==> src/core/bcad_pkg.sv <==
package bcad_pkg;

  // Byte address of the bridge control word on the register bus.
  localparam logic [31:0] BCAD_CTRL_ADDR = 32'h0000_003C;

  // Field positions inside the bridge control word.
  localparam int BCAD_MA_MODE_BIT = 21;
  localparam int BCAD_SEC_RST_BIT = 22;
  localparam int BCAD_FB2B_BIT = 23;
  localparam int BCAD_PRI_LEN_BIT = 24;
  localparam int BCAD_SEC_LEN_BIT = 25;
  localparam int BCAD_TMO_STAT_BIT = 26;
  localparam int BCAD_TMO_SERR_BIT = 27;

  // Byte lanes that carry the implemented fields.
  localparam int BCAD_LANE_LO = 2;
  localparam int BCAD_LANE_HI = 3;

  // Data returned for a hidden master abort on a read.
  localparam logic [31:0] BCAD_ALL_ONES = 32'hFFFF_FFFF;

  // Discard timer lengths in PCI clock cycles, as powers of two.
  localparam int BCAD_LONG_LOG2 = 15;
  localparam int BCAD_SHORT_LOG2 = 10;
  localparam int unsigned BCAD_LONG_CYCLES = 32'h1 << BCAD_LONG_LOG2;
  localparam int unsigned BCAD_SHORT_CYCLES = 32'h1 << BCAD_SHORT_LOG2;
  localparam int BCAD_TMR_W = 16;

  // AXI response codes.
  localparam logic [1:0] BCAD_RESP_OKAY = 2'h0;
  localparam logic [1:0] BCAD_RESP_SLVERR = 2'h2;

  // Delayed transaction events from one bus side.
  typedef struct packed {
    logic queued;
    logic repeated;
  } bcad_dt_evt_t;

  // Master abort seen on the secondary bus.
  typedef struct packed {
    logic valid;
    logic is_read;
    logic ta_possible;
  } bcad_ma_evt_t;

  // Software visible control and status fields.
  typedef struct packed {
    logic ma_mode;
    logic sec_rst;
    logic fb2b;
    logic pri_short;
    logic sec_short;
    logic tmo_stat;
    logic tmo_serr;
  } bcad_ctrl_t;

  // State of one discard timer.
  typedef struct packed {
    logic running;
    logic [BCAD_TMR_W-1:0] count;
    logic expire;
  } bcad_tmr_t;

  // State of the top module.
  typedef struct packed {
    bcad_ctrl_t ctrl;
    logic awready;
    logic wready;
    logic arready;
    logic aw_got;
    logic [31:0] aw_addr;
    logic w_got;
    logic [31:0] w_data;
    logic [3:0] w_strb;
    logic bvalid;
    logic [1:0] bresp;
    logic rvalid;
    logic [31:0] rdata;
    logic [1:0] rresp;
    logic serr;
    logic pri_discard;
    logic sec_discard;
    logic ma_read_ones;
    logic ma_write_drop;
    logic ma_target_abort;
    logic [31:0] ma_read_data;
  } bcad_top_t;

  localparam bcad_top_t BCAD_TOP_RST = '{awready: 1'b1, wready: 1'b1, arready: 1'b1, default: '0};

endpackage

==> src/core/bcad_discard_timer.sv <==
`timescale 1ns/1ps
// Counts down one discard period after a delayed completion is queued.
module bcad_discard_timer #(
  parameter int unsigned LONG_CYCLES = bcad_pkg::BCAD_LONG_CYCLES,
  parameter int unsigned SHORT_CYCLES = bcad_pkg::BCAD_SHORT_CYCLES
) (
  input wire logic aclk,
  input wire logic aresetn,
  input wire logic short_sel,
  input wire logic start,
  input wire logic stop,
  output logic expire
);

  localparam logic [bcad_pkg::BCAD_TMR_W-1:0] LONG_LOAD = bcad_pkg::BCAD_TMR_W'(LONG_CYCLES - 1);
  localparam logic [bcad_pkg::BCAD_TMR_W-1:0] SHORT_LOAD = bcad_pkg::BCAD_TMR_W'(SHORT_CYCLES - 1);

  bcad_pkg::bcad_tmr_t q;
  bcad_pkg::bcad_tmr_t d;

  // Start reloads, a repeated request stops, and reaching zero expires.
  always_comb begin
    d = q;
    d.expire = 1'b0;
    if (start) begin
      d.running = 1'b1;
      d.count = short_sel ? SHORT_LOAD : LONG_LOAD;
    end else if (stop) begin
      d.running = 1'b0;
    end else if (q.running) begin
      if (q.count == '0) begin
        d.running = 1'b0;
        d.expire = 1'b1;
      end else begin
        d.count = q.count - 1'b1;
      end
    end
  end

  // State register.
  always_ff @(posedge aclk) begin
    if (!aresetn) begin
      q <= '0;
    end else begin
      q <= d;
    end
  end

  assign expire = q.expire;
endmodule

==> src/core/bcad_top.sv <==
`timescale 1ns/1ps
module bcad_top #(
  parameter int unsigned LONG_CYCLES = bcad_pkg::BCAD_LONG_CYCLES,
  parameter int unsigned SHORT_CYCLES = bcad_pkg::BCAD_SHORT_CYCLES
) (
  input wire logic aclk,
  input wire logic aresetn,
  input wire logic [31:0] awaddr,
  input wire logic awvalid,
  output logic awready,
  input wire logic [31:0] wdata,
  input wire logic [3:0] wstrb,
  input wire logic wvalid,
  output logic wready,
  output logic [1:0] bresp,
  output logic bvalid,
  input wire logic bready,
  input wire logic [31:0] araddr,
  input wire logic arvalid,
  output logic arready,
  output logic [31:0] rdata,
  output logic [1:0] rresp,
  output logic rvalid,
  input wire logic rready,
  input wire bcad_pkg::bcad_dt_evt_t pri_dt,
  input wire bcad_pkg::bcad_dt_evt_t sec_dt,
  input wire bcad_pkg::bcad_ma_evt_t ma,
  input wire logic serr_enable,
  output logic primary_system_error_out,
  output logic sec_reset_force,
  output logic fast_b2b_allow,
  output logic pri_discard,
  output logic sec_discard,
  output logic ma_read_ones,
  output logic ma_write_drop,
  output logic ma_target_abort,
  output logic [31:0] ma_read_data
);

  bcad_pkg::bcad_top_t q;
  bcad_pkg::bcad_top_t d;
  logic pri_exp;
  logic sec_exp;
  logic wr_fire;
  logic wr_hit;
  logic rd_hit;
  logic [31:0] ctrl_word;

  // One discard timer per bus side.
  bcad_discard_timer #(.LONG_CYCLES(LONG_CYCLES), .SHORT_CYCLES(SHORT_CYCLES)) u_pri_tmr (
    .aclk(aclk),
    .aresetn(aresetn),
    .short_sel(q.ctrl.pri_short),
    .start(pri_dt.queued),
    .stop(pri_dt.repeated),
    .expire(pri_exp)
  );

  bcad_discard_timer #(.LONG_CYCLES(LONG_CYCLES), .SHORT_CYCLES(SHORT_CYCLES)) u_sec_tmr (
    .aclk(aclk),
    .aresetn(aresetn),
    .short_sel(q.ctrl.sec_short),
    .start(sec_dt.queued),
    .stop(sec_dt.repeated),
    .expire(sec_exp)
  );

  // Read view of the control word; unimplemented and reserved bits are zero.
  always_comb begin
    ctrl_word = '0;
    ctrl_word[bcad_pkg::BCAD_MA_MODE_BIT] = q.ctrl.ma_mode;
    ctrl_word[bcad_pkg::BCAD_SEC_RST_BIT] = q.ctrl.sec_rst;
    ctrl_word[bcad_pkg::BCAD_FB2B_BIT] = q.ctrl.fb2b;
    ctrl_word[bcad_pkg::BCAD_PRI_LEN_BIT] = q.ctrl.pri_short;
    ctrl_word[bcad_pkg::BCAD_SEC_LEN_BIT] = q.ctrl.sec_short;
    ctrl_word[bcad_pkg::BCAD_TMO_STAT_BIT] = q.ctrl.tmo_stat;
    ctrl_word[bcad_pkg::BCAD_TMO_SERR_BIT] = q.ctrl.tmo_serr;
  end

  assign wr_fire = q.aw_got && q.w_got && !q.bvalid;
  assign wr_hit = {q.aw_addr[31:2], 2'h0} == bcad_pkg::BCAD_CTRL_ADDR;
  assign rd_hit = {araddr[31:2], 2'h0} == bcad_pkg::BCAD_CTRL_ADDR;

  // Next state: bus slave, control fields, abort handling and error signalling.
  always_comb begin
    d = q;
    d.serr = 1'b0;
    d.ma_read_ones = 1'b0;
    d.ma_write_drop = 1'b0;
    d.ma_target_abort = 1'b0;
    d.ma_read_data = '0;
    // Address and data are taken independently, in either order.
    if (awvalid && q.awready) begin
      d.aw_got = 1'b1;
      d.aw_addr = awaddr;
    end
    if (wvalid && q.wready) begin
      d.w_got = 1'b1;
      d.w_data = wdata;
      d.w_strb = wstrb;
    end
    if (q.bvalid && bready) begin
      d.bvalid = 1'b0;
    end
    // A write completes once both halves are held.
    if (wr_fire) begin
      d.aw_got = 1'b0;
      d.w_got = 1'b0;
      d.bvalid = 1'b1;
      d.bresp = wr_hit ? bcad_pkg::BCAD_RESP_OKAY : bcad_pkg::BCAD_RESP_SLVERR;
      if (wr_hit && q.w_strb[bcad_pkg::BCAD_LANE_LO]) begin
        d.ctrl.ma_mode = q.w_data[bcad_pkg::BCAD_MA_MODE_BIT];
        d.ctrl.sec_rst = q.w_data[bcad_pkg::BCAD_SEC_RST_BIT];
        d.ctrl.fb2b = q.w_data[bcad_pkg::BCAD_FB2B_BIT];
      end
      if (wr_hit && q.w_strb[bcad_pkg::BCAD_LANE_HI]) begin
        d.ctrl.pri_short = q.w_data[bcad_pkg::BCAD_PRI_LEN_BIT];
        d.ctrl.sec_short = q.w_data[bcad_pkg::BCAD_SEC_LEN_BIT];
        d.ctrl.tmo_serr = q.w_data[bcad_pkg::BCAD_TMO_SERR_BIT];
        if (q.w_data[bcad_pkg::BCAD_TMO_STAT_BIT]) begin
          d.ctrl.tmo_stat = 1'b0;
        end
      end
    end
    // Expiry sets the status after any clear, so the set wins.
    if (pri_exp || sec_exp) begin
      d.ctrl.tmo_stat = 1'b1;
      d.serr = q.ctrl.tmo_serr;
    end
    d.pri_discard = pri_exp;
    d.sec_discard = sec_exp;
    // Secondary master abort: hide it or report it.
    if (ma.valid) begin
      if (!q.ctrl.ma_mode) begin
        d.ma_read_ones = ma.is_read;
        d.ma_write_drop = !ma.is_read;
        d.ma_read_data = ma.is_read ? bcad_pkg::BCAD_ALL_ONES : '0;
      end else if (ma.ta_possible) begin
        d.ma_target_abort = 1'b1;
      end else if (serr_enable) begin
        d.serr = 1'b1;
      end
    end
    // Read channel answers one cycle after the address is taken.
    if (q.rvalid && rready) begin
      d.rvalid = 1'b0;
    end
    if (arvalid && q.arready) begin
      d.rvalid = 1'b1;
      d.rdata = rd_hit ? ctrl_word : '0;
      d.rresp = rd_hit ? bcad_pkg::BCAD_RESP_OKAY : bcad_pkg::BCAD_RESP_SLVERR;
    end
    d.awready = !d.aw_got;
    d.wready = !d.w_got;
    d.arready = !d.rvalid;
  end

  // State register.
  always_ff @(posedge aclk) begin
    if (!aresetn) begin
      q <= bcad_pkg::BCAD_TOP_RST;
    end else begin
      q <= d;
    end
  end

  // Outputs, each straight from the state register.
  assign awready = q.awready;
  assign wready = q.wready;
  assign bvalid = q.bvalid;
  assign bresp = q.bresp;
  assign arready = q.arready;
  assign rvalid = q.rvalid;
  assign rdata = q.rdata;
  assign rresp = q.rresp;
  assign primary_system_error_out = q.serr;
  assign sec_reset_force = q.ctrl.sec_rst;
  assign fast_b2b_allow = q.ctrl.fb2b;
  assign pri_discard = q.pri_discard;
  assign sec_discard = q.sec_discard;
  assign ma_read_ones = q.ma_read_ones;
  assign ma_write_drop = q.ma_write_drop;
  assign ma_target_abort = q.ma_target_abort;
  assign ma_read_data = q.ma_read_data;
endmodule

==> config.mk <==
export PLATFORM = sky130hd
export DESIGN_NAME = bcad_top
export DESIGN_NICKNAME = d
export VERILOG_FILES = /design/src/core/bcad_pkg.sv /design/src/core/bcad_discard_timer.sv /design/src/core/bcad_top.sv
export SDC_FILE = /design/constraint.sdc
export NUM_CORES = 1
export LEC_CHECK = 0
export BUFFER_PORTS_ARGS = -buffer_cell sky130_fd_sc_hd__buf_2
export CAP_MARGIN = 20
export CORE_ASPECT_RATIO = 0.7
export CORE_MARGIN = 2
export CORE_UTILIZATION = 45
export CTS_BUF_LIST = sky130_fd_sc_hd__clkbuf_4
export DETAILED_ROUTE_END_ITERATION = 10
export GPL_TIMING_DRIVEN = 1
export PLACE_DENSITY = 0.75
export SETUP_SLACK_MARGIN = 0.05
export SLEW_MARGIN = 20
export SYNTH_ARGS = -nofsm -noshare
export SYNTH_HDL_FRONTEND = slang
export SYNTH_SLANG_ARGS = --single-unit
export TNS_END_PERCENT = 100
==> constraint.sdc <==
create_clock -name aclk -period 1.9 [get_ports aclk]
set_clock_uncertainty 0.1 [all_clocks]
set_input_delay 0.19 -clock aclk [delete_from_list [all_inputs] [get_ports aclk]]
set_output_delay 0.19 -clock aclk [all_outputs]
set_load 0.01 [all_outputs]
**Word level (Yosys, flattened, before mapping)**

Cells that the tools add are included.

- $add $sub $neg: 2
- Reduce and logical (&&, ||, !) cells: 32
- Bitwise operators: 4
- Mux-type cells: 38
- Equal/unequal tests: 6

Operator list:

| operator | count |
|---|---|
| 2-to-1 mux 17 bit | 4 |
| == test 30 x 4 -> 1 bit (second input constant) | 2 |
| 2-to-1 mux 37 bit | 1 |
| 2-to-1 mux 18 bit | 2 |
| 2-to-1 mux 35 bit | 1 |
| 2-to-1 mux 33 bit | 1 |
| logical NOT 16 bit | 2 |
| 2-to-1 mux 16 bit | 2 |
| 2-to-1 mux 32 bit | 1 |
| subtractor 16 x 1 -> 16 bit (second input constant) | 2 |
| 2-to-1 mux 15 bit | 2 |
| 2-to-1 mux 28 bit | 1 |
| 2-to-1 mux 1 bit | 18 |
| AND reduction 3 bit | 4 |
| nonzero test 2 bit | 6 |
| logical AND 1 bit | 9 |
| 2-to-1 mux 2 bit | 4 |
| OR reduction 4 bit | 2 |
| logical NOT 1 bit | 5 |
| inequality test 2 x 1 -> 1 bit (second input constant) | 2 |
| inequality test 2 bit (second input constant) | 2 |
| inverter 1 bit | 4 |
| AND reduction 2 bit | 2 |
| 2-to-1 mux 3 bit | 1 |
| other kinds (2) | 2 |

- Register bits after elaboration: 192
- Input bits: 115

**Depth between registers and ports, before layout**

Gate-level depths: netlist of the first run.

- Word-level depth: 6
- Gate-level depth with buffers: 9

**By module**

From an unflattened synthesis of the first run, not the netlist that was laid out.

- Cells, all modules: 592
- Area total of the unflattened synthesis: 5226.3 um^2

By module, submodules not included:

| module | times used | area each (um^2) | cells each |
|---|---|---|---|
| bcad_top | 1 | 3249.4 | 378 |
| bcad_discard_timer | 2 | 988.4 | 107 |

**Worst setup path before layout of the first run**

No wires, ideal clock.

- Path type: flip-flop to flip-flop
- From: reg q[144] (netlist name)
- To: reg q, in the netlist ctrl_word[26]
- Period minus slack after synthesis: 1.911 ns
- Cell stages (with the launch flop): 6
- Setup time: 0.131 ns
- Arrival: 1.680 ns
- Data required time: 1.669 ns
- Setup slack: -0.011 ns
- Path through: dfxtp_1 > or4b_2 > nor3_2 > nand4_2 > nor4b_2 > nor3_1

- Word-level cells in the longest chain between the ends: 4

RTL lines:

| element | line | text |
|---|---|---|
| start, declared | bcad_top.sv:40 | `bcad_pkg::bcad_top_t q;` |
| start signal, assigned | bcad_top.sv:161 | `q <= bcad_pkg::BCAD_TOP_RST;` |
| == test 30 x 4 -> 1 bit | bcad_top.sv:81 | `assign wr_hit = {q.aw_addr[31:2], 2'h0} == bcad_pkg::BCAD_CTRL_ADDR;` |
| logical AND 1 bit | bcad_top.sv:116 | `if (wr_hit && q.w_strb[bcad_pkg::BCAD_LANE_HI]) begin` |
| nonzero test 2 bit (no source line) | - |  |
| AND reduction 3 bit (no source line) | - |  |

No other way between the ends.
A chain may end at the register's enable or synchronous reset.

**Worst setup path after layout of the first run**

- From: reg u_pri_tmr.q[1] (netlist name)
- To: reg u_pri_tmr.q[14] (netlist name)

- Word-level cells in the longest chain between the ends: 5
- Elaborated cells on any way between the ends: 8
- Classes of those cells: add/sub: 1; eq/ne: 1; mux: 4; reduce/logical: 2

RTL lines:

| element | line | text |
|---|---|---|
| start, declared | bcad_discard_timer.sv:18 | `bcad_pkg::bcad_tmr_t q;` |
| start signal, assigned | bcad_discard_timer.sv:43 | `q <= '0;` |
| start signal, assigned | bcad_discard_timer.sv:45 | `q <= d;` |
| subtractor 16 x 1 -> 16 bit | bcad_discard_timer.sv:35 | `d.count = q.count - 1'b1;` |
| 2-to-1 mux 16 bit | bcad_discard_timer.sv:31 | `if (q.count == '0) begin` |
| 2-to-1 mux 18 bit | bcad_discard_timer.sv:30 | `end else if (q.running) begin` |
| 2-to-1 mux 17 bit | bcad_discard_timer.sv:28 | `end else if (stop) begin` |
| 2-to-1 mux 17 bit | bcad_discard_timer.sv:25 | `if (start) begin` |

Parallel ways exist; a longest one is shown, timed or not. The select of a mux whose other input is x is not followed.

==> impl_metrics.json, run 1 <==
{
  "multi_input_comb_area_mm2": 0.00238,
  "placedCellCount": 828,
  "insertedDiodeCount": 0,
  "netlist_area_mm2": 0.00480,
  "worstPathCellList": "buf_6, or4_4, nor4_4, and4bb_1, xnor2_2, a21boi_1",
  "clock_path_buffers": 2,
  "yosys.area.top_type": "dfxtp_1",
  "drt_pass1_iterations": 5,
  "grt_remaining_overflow": 0,
  "antenna_found_initial": 0,
  "cts.reportedPaths.clkPinSlew_ns": 0.15,
  "sequential_power_share_pct": 54.8,
  "synth_flop_cell": "dfxtp_1",
  "whs_path_depth": 4,
  "detailedPlacementHpwl_mm": 8.90,
  "maxSlewViolCount": 0,
  "layout_min_cycle_time_ns": 1.98,
  "gp_congestion": 0.884,
  "yosys-mux-area-fraction_pct": 1.67,
  "timing.critical_path.arrival_ns": 2.21,
  "p_int_mw": 3.14,
  "crit_type": "flip-flop to flip-flop",
  "tightestPinTransition_ns": 0.502,
  "grt_start_max_net_pins": 57,
  "port-buffer-count": 137,
  "failed_checks": "negative setup slack",
  "final_cell_count_no_fill": 911,
  "synth_enable_flop_cells": 0,
  "grt_setup_unrepaired": "yes",
  "min_delay_worst_endpoint": "rresp[1]$_SDFFE_PN0P_",
  "worst_r2r_endpoint": "u_pri_tmr.q[14]$_SDFFE_PN0P_",
  "rr_startpoint": "u_pri_tmr.q[1]$_SDFFE_PN0P_",
  "synth.most_common_cell": "dfxtp_1",
  "total_power_consumption_of_the_routed_design_mw": 4.39,
  "largest_cells_by_area_after_synthesis": "dfxtp_1 43%, buf_4 11%, nand2_1 7.4%",
  "yosysUniqueCellTypes": 56,
  "number_of_buffers_created_by_cts": 9,
  "p_leak_nw": 2.93,
  "drt_drc_violations_left": 0,
  "power_density_mw_per_mm2": 668,
  "worst-r2r-cell-count": 6,
  "first_pass_grt_wire_length_mm": 20.6,
  "final_hold_viol_count": 0,
  "final_antenna_net_count": 0,
  "via_count_of_the_first_global_routing_pass": 4371,
  "overall_fraction_of_global_route_tracks_in_use_pct": 22.1,
  "detail_route.iter0.violations": 282,
  "crit_start_category": "flip-flop",
  "worst_setup_path_end_kind": "flip-flop",
  "worstPathRequired_ns": 2.13,
  "synth.yosys.seq_area_share_pct": 43.3,
  "floorplan.core_area_mm2": 0.0104,
  "critPathTopFamily": "simple AND/OR/NAND/NOR gates",
  "clock_tree.root_cell": "clkbuf_4",
  "critical_path.max_stage_delay_ns": 0.54,
  "seq_area_mm2": 0.00210,
  "worst-path-max-fanout": 3,
  "wl_per_cell_um": 14.7,
  "finish.utilization_pct": 63.4,
  "pre_cts_ws_ns": -0.142,
  "viasPerCell": 5.20,
  "final_layout_size_suffix_gt1_share_pct": 34.9,
  "synth.top_cell.area_share_pct": 43.3,
  "relSlewSlack_pct": 66.5,
  "power.ir.vdd_worst_mv": 0.342,
  "cp.buffers_inverters": 1,
  "synth-xor-area-share_pct": 3.28,
  "maxCapViolCount": 0,
  "synth-async-reset-ratio_pct": 0,
  "cts.htree.levels": 3,
  "setup-violations-final": 5,
  "synth_area_per_cell_um2": 8.40,
  "netSwitchingFraction_pct": 28.5,
  "postRouteWirelength_mm": 13.4,
  "worst_path_max_delay_cell": "or4_4",
  "synth-simple-area-share_pct": 25.4,
  "cts_tree": "built",
  "reg2reg_setup_slack_ns": -0.08,
  "initial_utilization_pct": 46.4,
  "clkLatencyLatePin_ns": 0.46,
  "yosys.area_share.adder_pct": 0.521,
  "hp-start": "arvalid",
  "vias": 4734,
  "final_nets": 891,
  "synth_top_family_by_area": "simple AND/OR/NAND/NOR gates",
  "total_switching_power_mw": 1.25,
  "chipWidth_um": 127,
  "floorplan.die.height_um": 90.4,
  "min_period_over_period_pct": 104,
  "hp-class": "primary input to flip-flop",
  "tightest_hold_margin_ns": 0.0527,
  "row_count": 31,
  "highest_clock_rate_mhz": 505,
  "combPwrFrac_pct": 20.0,
  "fillerInstances": 813,
  "boundaryPins": 196,
  "worst_slack_ns": -0.0800,
  "power_frac_clock_pct": 25.3,
  "synthesis.instances": 572,
  "clkSinkCount": 104,
  "ys_seq_elements": 104,
  "synth-compound-area-share_pct": 12.4,
  "yosysWarnings": 0,
  "dieArea_mm2": 0.0115,
  "synthToLayoutAreaGrowth_pct": 36.8,
  "ys_top_cells_by_count": "104 x dfxtp_1, 95 x nand2_1, 68 x buf_4",
  "outcome": "finished with violations"
}
[cell families (layout without fill, tap and decap cells)]
kind of cell / Yosys count / count (layout)
adders and majority gates: 2 / 2
muxes: 8 / 8
buffers and inverters: 102 / 283
other: 1 / 27
and+or+nand+nor: 235 / 235
AOI/OAI and AO/OA: 102 / 102
xor gates and xnor gates: 18 / 18
DFF: 104 / 104
[placed cells by master (no fill, tap or decap), types with 5 or more instances in the layout]
cell type        n
dfxtp_1         94
and2_1           6
o21a_1           5
xor2_1          10
buf_4           55
nand3_1          6
nor2_1          38
o21ai_0          8
dfxtp_2          9
a22oi_1          7
nor3_1          12
clkbuf_4         9
nand4b_1         5
buf_2          137
nand2_1         93
xnor2_1          6
a21oi_1         58
dlygate4sd3_1   50
nor4_1          11
inv_1            9
buf_6           12
mux2i_1          7
nand4_1          9
conb_1          27
[metrics by stage]
| stage | TNS, ns | area (um2) |
|---|---|---|
| 2_1_floorplan | 0 | 4910 |
| 3_3_place_gp | -0.272 | 5560 |
| 3_5_place_dp | -1.57 | 5560 |
| 4_1_cts | -0.0967 | 6370 |
| 5_1_grt | -1.58 | 6570 |
| 6_report | -0.134 | 6570 |
[worst min-delay path, stage by stage]
cell and delay [ns]:
buf_2 0.08, and2_1 0.15, o21ai_0 0.08, nor2_1 0.08
[sequential cells by signal (all words and copies together), names as in the netlist, 5 cells and up]
register / count
ctrl_word: 5
q: 41
u_pri_tmr.q: 17
u_sec_tmr.q: 17
rdata: 7
[power groups by stage]
stage / clock, mW / combinational, mW / sequential (mW)
floorplan: 0 / 0.459 / 2.43
global placement: 0 / 0.678 / 2.43
detailed placement: 0 / 0.699 / 2.44
CTS: 1.13 / 0.817 / 2.40
global route: 1.22 / 0.951 / 2.42
finish: 1.11 / 0.876 / 2.40
[per-layer routing]
metal  global-route usage [%]  wire [um]  up-vias
met5                        0          0        -
met4                     6.32        229        0
met3                     5.92        791       20
met2                     38.6       6830      177
met1                     26.6       5510     2255
li1                         -          -     2282
[what timing repair did]
item                                    in CTS  in global routing
endpoints found under the setup margin      38                 36
hold endpoints to repair                    54                  0
hold buffers                                50                  0
gates resized for setup                     33                 30
setup buffers                                8                 10
cloned                                       0                  0
pin swaps                                   22                 25
[layout make-up]
cell class                      count  share of cell area, %
Inverter                           12                  0.686
Sequential cell                   104                   31.9
Tap cell                          132                   2.51
Clock inverter                      7                  0.933
Timing Repair Buffer              255                   26.7
Multi-Input combinational cell    392                   36.2
Clock buffer                        9                   1.03
[worst max-delay path by stage]
stage	from	end	cells past startpoint
final	u_pri_tmr.q[1]$_SDFFE_PN0P_	u_pri_tmr.q[14]$_SDFFE_PN0P_	6
after global routing	u_pri_tmr.q[1]$_SDFFE_PN0P_	u_pri_tmr.q[14]$_SDFFE_PN0P_	6
after CTS	u_pri_tmr.q[1]$_SDFFE_PN0P_	u_pri_tmr.q[14]$_SDFFE_PN0P_	6
after detailed placement	u_sec_tmr.q[1]$_SDFFE_PN0P_	u_sec_tmr.q[3]$_SDFFE_PN0P_	8
after global placement	u_sec_tmr.q[1]$_SDFFE_PN0P_	u_sec_tmr.q[5]$_SDFFE_PN0P_	8
after floorplan	q[137]$_SDFFE_PN0P_	ctrl_word[26]$_SDFFE_PN0P_	5
(Power assumes the default switching activity.)
==> run 2, diff against run 1 <==
--- a/config.mk
+++ b/config.mk
@@ -15,6 +15,7 @@
 export GPL_TIMING_DRIVEN = 1
 export PLACE_DENSITY = 0.75
 export SETUP_SLACK_MARGIN = 0.05
+export SKIP_CTS_REPAIR_TIMING = 1
 export SLEW_MARGIN = 20
 export SYNTH_ARGS = -nofsm -noshare
 export SYNTH_HDL_FRONTEND = slang
==> constraint.sdc (replaced) <==
create_clock -name aclk -period 1.9 [get_ports aclk]
set_clock_uncertainty 0.1 [all_clocks]
set_input_delay 0.57 -clock aclk [delete_from_list [all_inputs] [get_ports aclk]]
set_output_delay 0.57 -clock aclk [all_outputs]
set_load 0.005 [all_outputs]
==> run 2 against run 1 <==
Compared with the run above:
- the run still ends with negative setup slack left
- via count is 7.7% lower
- utilization is 4.0 points lower
- worst hold slack better by 0.11 ns
- final area is 6.3% lower
- register-to-register slack better by 0.04 ns
- clock power hardly changed
- first-iteration DRC count is 41% lower
- sequential power hardly changed
- combinational power is 14% lower
- clock-buffer cell count is 2 higher
==> impl_metrics.json, run 2 (same netlist as run 1, synthesis figures left out) <==
{
  "sequential_power_share_pct": 55.9,
  "overall_fraction_of_global_route_tracks_in_use_pct": 19.9,
  "final_layout_size_suffix_gt1_share_pct": 36.5,
  "wl_per_cell_um": 14.2,
  "layout.cells.most_common": "buf_2",
  "drt_pass1_iterations": 5,
  "detailedPlacementHpwl_mm": 8.82,
  "fin_setup_tns_ns": -0.0724,
  "insertedDiodeCount": 0,
  "tightest_hold_margin_ns": 0.166,
  "total_switching_power_mw": 1.19,
  "maxCapViolCount": 0,
  "worst_setup_path_end_kind": "flip-flop",
  "critical_path.max_stage_delay_ns": 0.38,
  "crit_type": "flip-flop to flip-flop",
  "detail_route.iter0.violations": 166,
  "clkLatencyLatePin_ns": 0.46,
  "p_int_mw": 3.11,
  "row_count": 31,
  "dieArea_mm2": 0.0115,
  "critPathTopFamily": "simple AND/OR/NAND/NOR gates",
  "grt_start_max_net_pins": 47,
  "min_period_over_period_pct": 102,
  "setup-violations-final": 5,
  "largest_registers": "q (41), u_pri_tmr.q (17), u_sec_tmr.q (17)",
  "port-buffer-count": 137,
  "final_nets": 828,
  "cts_tree": "built",
  "floorplan.core_area_mm2": 0.0104,
  "synthToLayoutAreaGrowth_pct": 28.1,
  "highest_clock_rate_mhz": 515,
  "first_pass_grt_wire_length_mm": 18.7,
  "worstPathCellList": "or3_4, nand4b_1, buf_4, o31a_1, o31a_1",
  "finish.utilization_pct": 59.4,
  "power.ir.vdd_worst_mv": 0.423,
  "grt_remaining_overflow": 0,
  "clock_tree.root_cell": "clkbuf_4",
  "outcome": "finished with violations",
  "gp_congestion": 0.842,
  "failed_checks": "negative setup slack",
  "power_density_mw_per_mm2": 699,
  "p_leak_nw": 2.70,
  "fillerInstances": 904,
  "largest_reg_flops": 41,
  "layout_min_cycle_time_ns": 1.94,
  "number_of_buffers_created_by_cts": 9,
  "grt_setup_unrepaired": "yes",
  "worst_path_max_delay_cell": "dfxtp_4",
  "power_frac_clock_pct": 26.6,
  "drt_drc_violations_left": 0,
  "postRouteWirelength_mm": 12.1,
  "combPwrFrac_pct": 17.5,
  "netSwitchingFraction_pct": 27.6,
  "clkSinkCount": 104,
  "initial_utilization_pct": 46.4,
  "highest_count_cells_in_the_layout_ignoring_fill_and_taps": "117 x buf_2, 93 x nand2_1, 92 x dfxtp_1, 58 x a21oi_1, 43 x buf_4",
  "cts.reportedPaths.clkPinSlew_ns": 0.16,
  "crit_start_category": "flip-flop",
  "via_count_of_the_first_global_routing_pass": 4031,
  "worst-path-max-fanout": 3,
  "worst_slack_ns": -0.0419,
  "largest_register": "q",
  "maxSlewViolCount": 0,
  "worstPathRequired_ns": 2.15,
  "floorplan.die.height_um": 90.4,
  "vias": 4368,
  "clock_path_buffers": 2,
  "antenna_found_initial": 0,
  "final_hold_viol_count": 0,
  "cts.htree.levels": 3,
  "critical_path.most_common_cell": "o31a_1",
  "boundaryPins": 196,
  "viasPerCell": 5.15,
  "hp-class": "primary input to flip-flop",
  "cp.buffers_inverters": 1,
  "chipWidth_um": 127,
  "timing.critical_path.arrival_ns": 2.19,
  "final_antenna_net_count": 0
}
## run 2: per-layer routing
metal | global-route usage, % | up-vias | part of all wire, % | wire length (um)
met5 | 0 | - | 0 | 0
li1 | - | 2159 | - | -
met1 | 24.1 | 2049 | 43 | 5180
met2 | 34.4 | 142 | 49 | 5910
met3 | 5.57 | 18 | 6.4 | 777
met4 | 6.14 | 0 | 1.6 | 197
## run 2: stage by stage
step,power [mW],cells,setup slack (ns),cell area [um2]
finish,4.30,848,-0.0419,6150
global route,4.53,848,-0.125,6150
CTS,4.23,833,-0.176,5640
detailed placement,3.09,817,-0.172,5500
global placement,3.07,817,-0.139,5500
floorplan,2.86,598,0.0666,4920
## run 2: layout make-up
class | count | area [um2] | share of cell area, %
clock buffers | 11 | 82.6 | 1.34
multi-input cells | 392 | 2370 | 38.6
repair buffers | 192 | 1320 | 21.4
well taps | 132 | 165 | 2.68
clock inverters | 5 | 56.3 | 0.915
flip-flops and latches | 104 | 2110 | 34.4
inverters | 12 | 45.0 | 0.732
## run 2: final timing paths
check | from | end | slack [ns] | cells past startpoint
min reg2reg | q[126]$_SDFFE_PN0P_ | q[126]$_SDFFE_PN0P_ | 0.37 | 2
min | ma[1] | ma_write_drop$_SDFF_PP0_ | 0.17 | 2
max reg2reg | u_sec_tmr.q[4]$_SDFFE_PN0P_ | u_sec_tmr.q[10]$_SDFFE_PN0P_ | -0.04 | 5
max | u_sec_tmr.q[4]$_SDFFE_PN0P_ | u_sec_tmr.q[10]$_SDFFE_PN0P_ | -0.04 | 5
## run 2: power groups by stage
stage	clock (mW)	combinational (mW)	sequential, mW
after global placement	0	0.636	2.43
final	1.14	0.754	2.40
after floorplan	0	0.435	2.43
after global routing	1.27	0.836	2.42
after CTS	1.18	0.658	2.39
after detailed placement	0	0.656	2.44
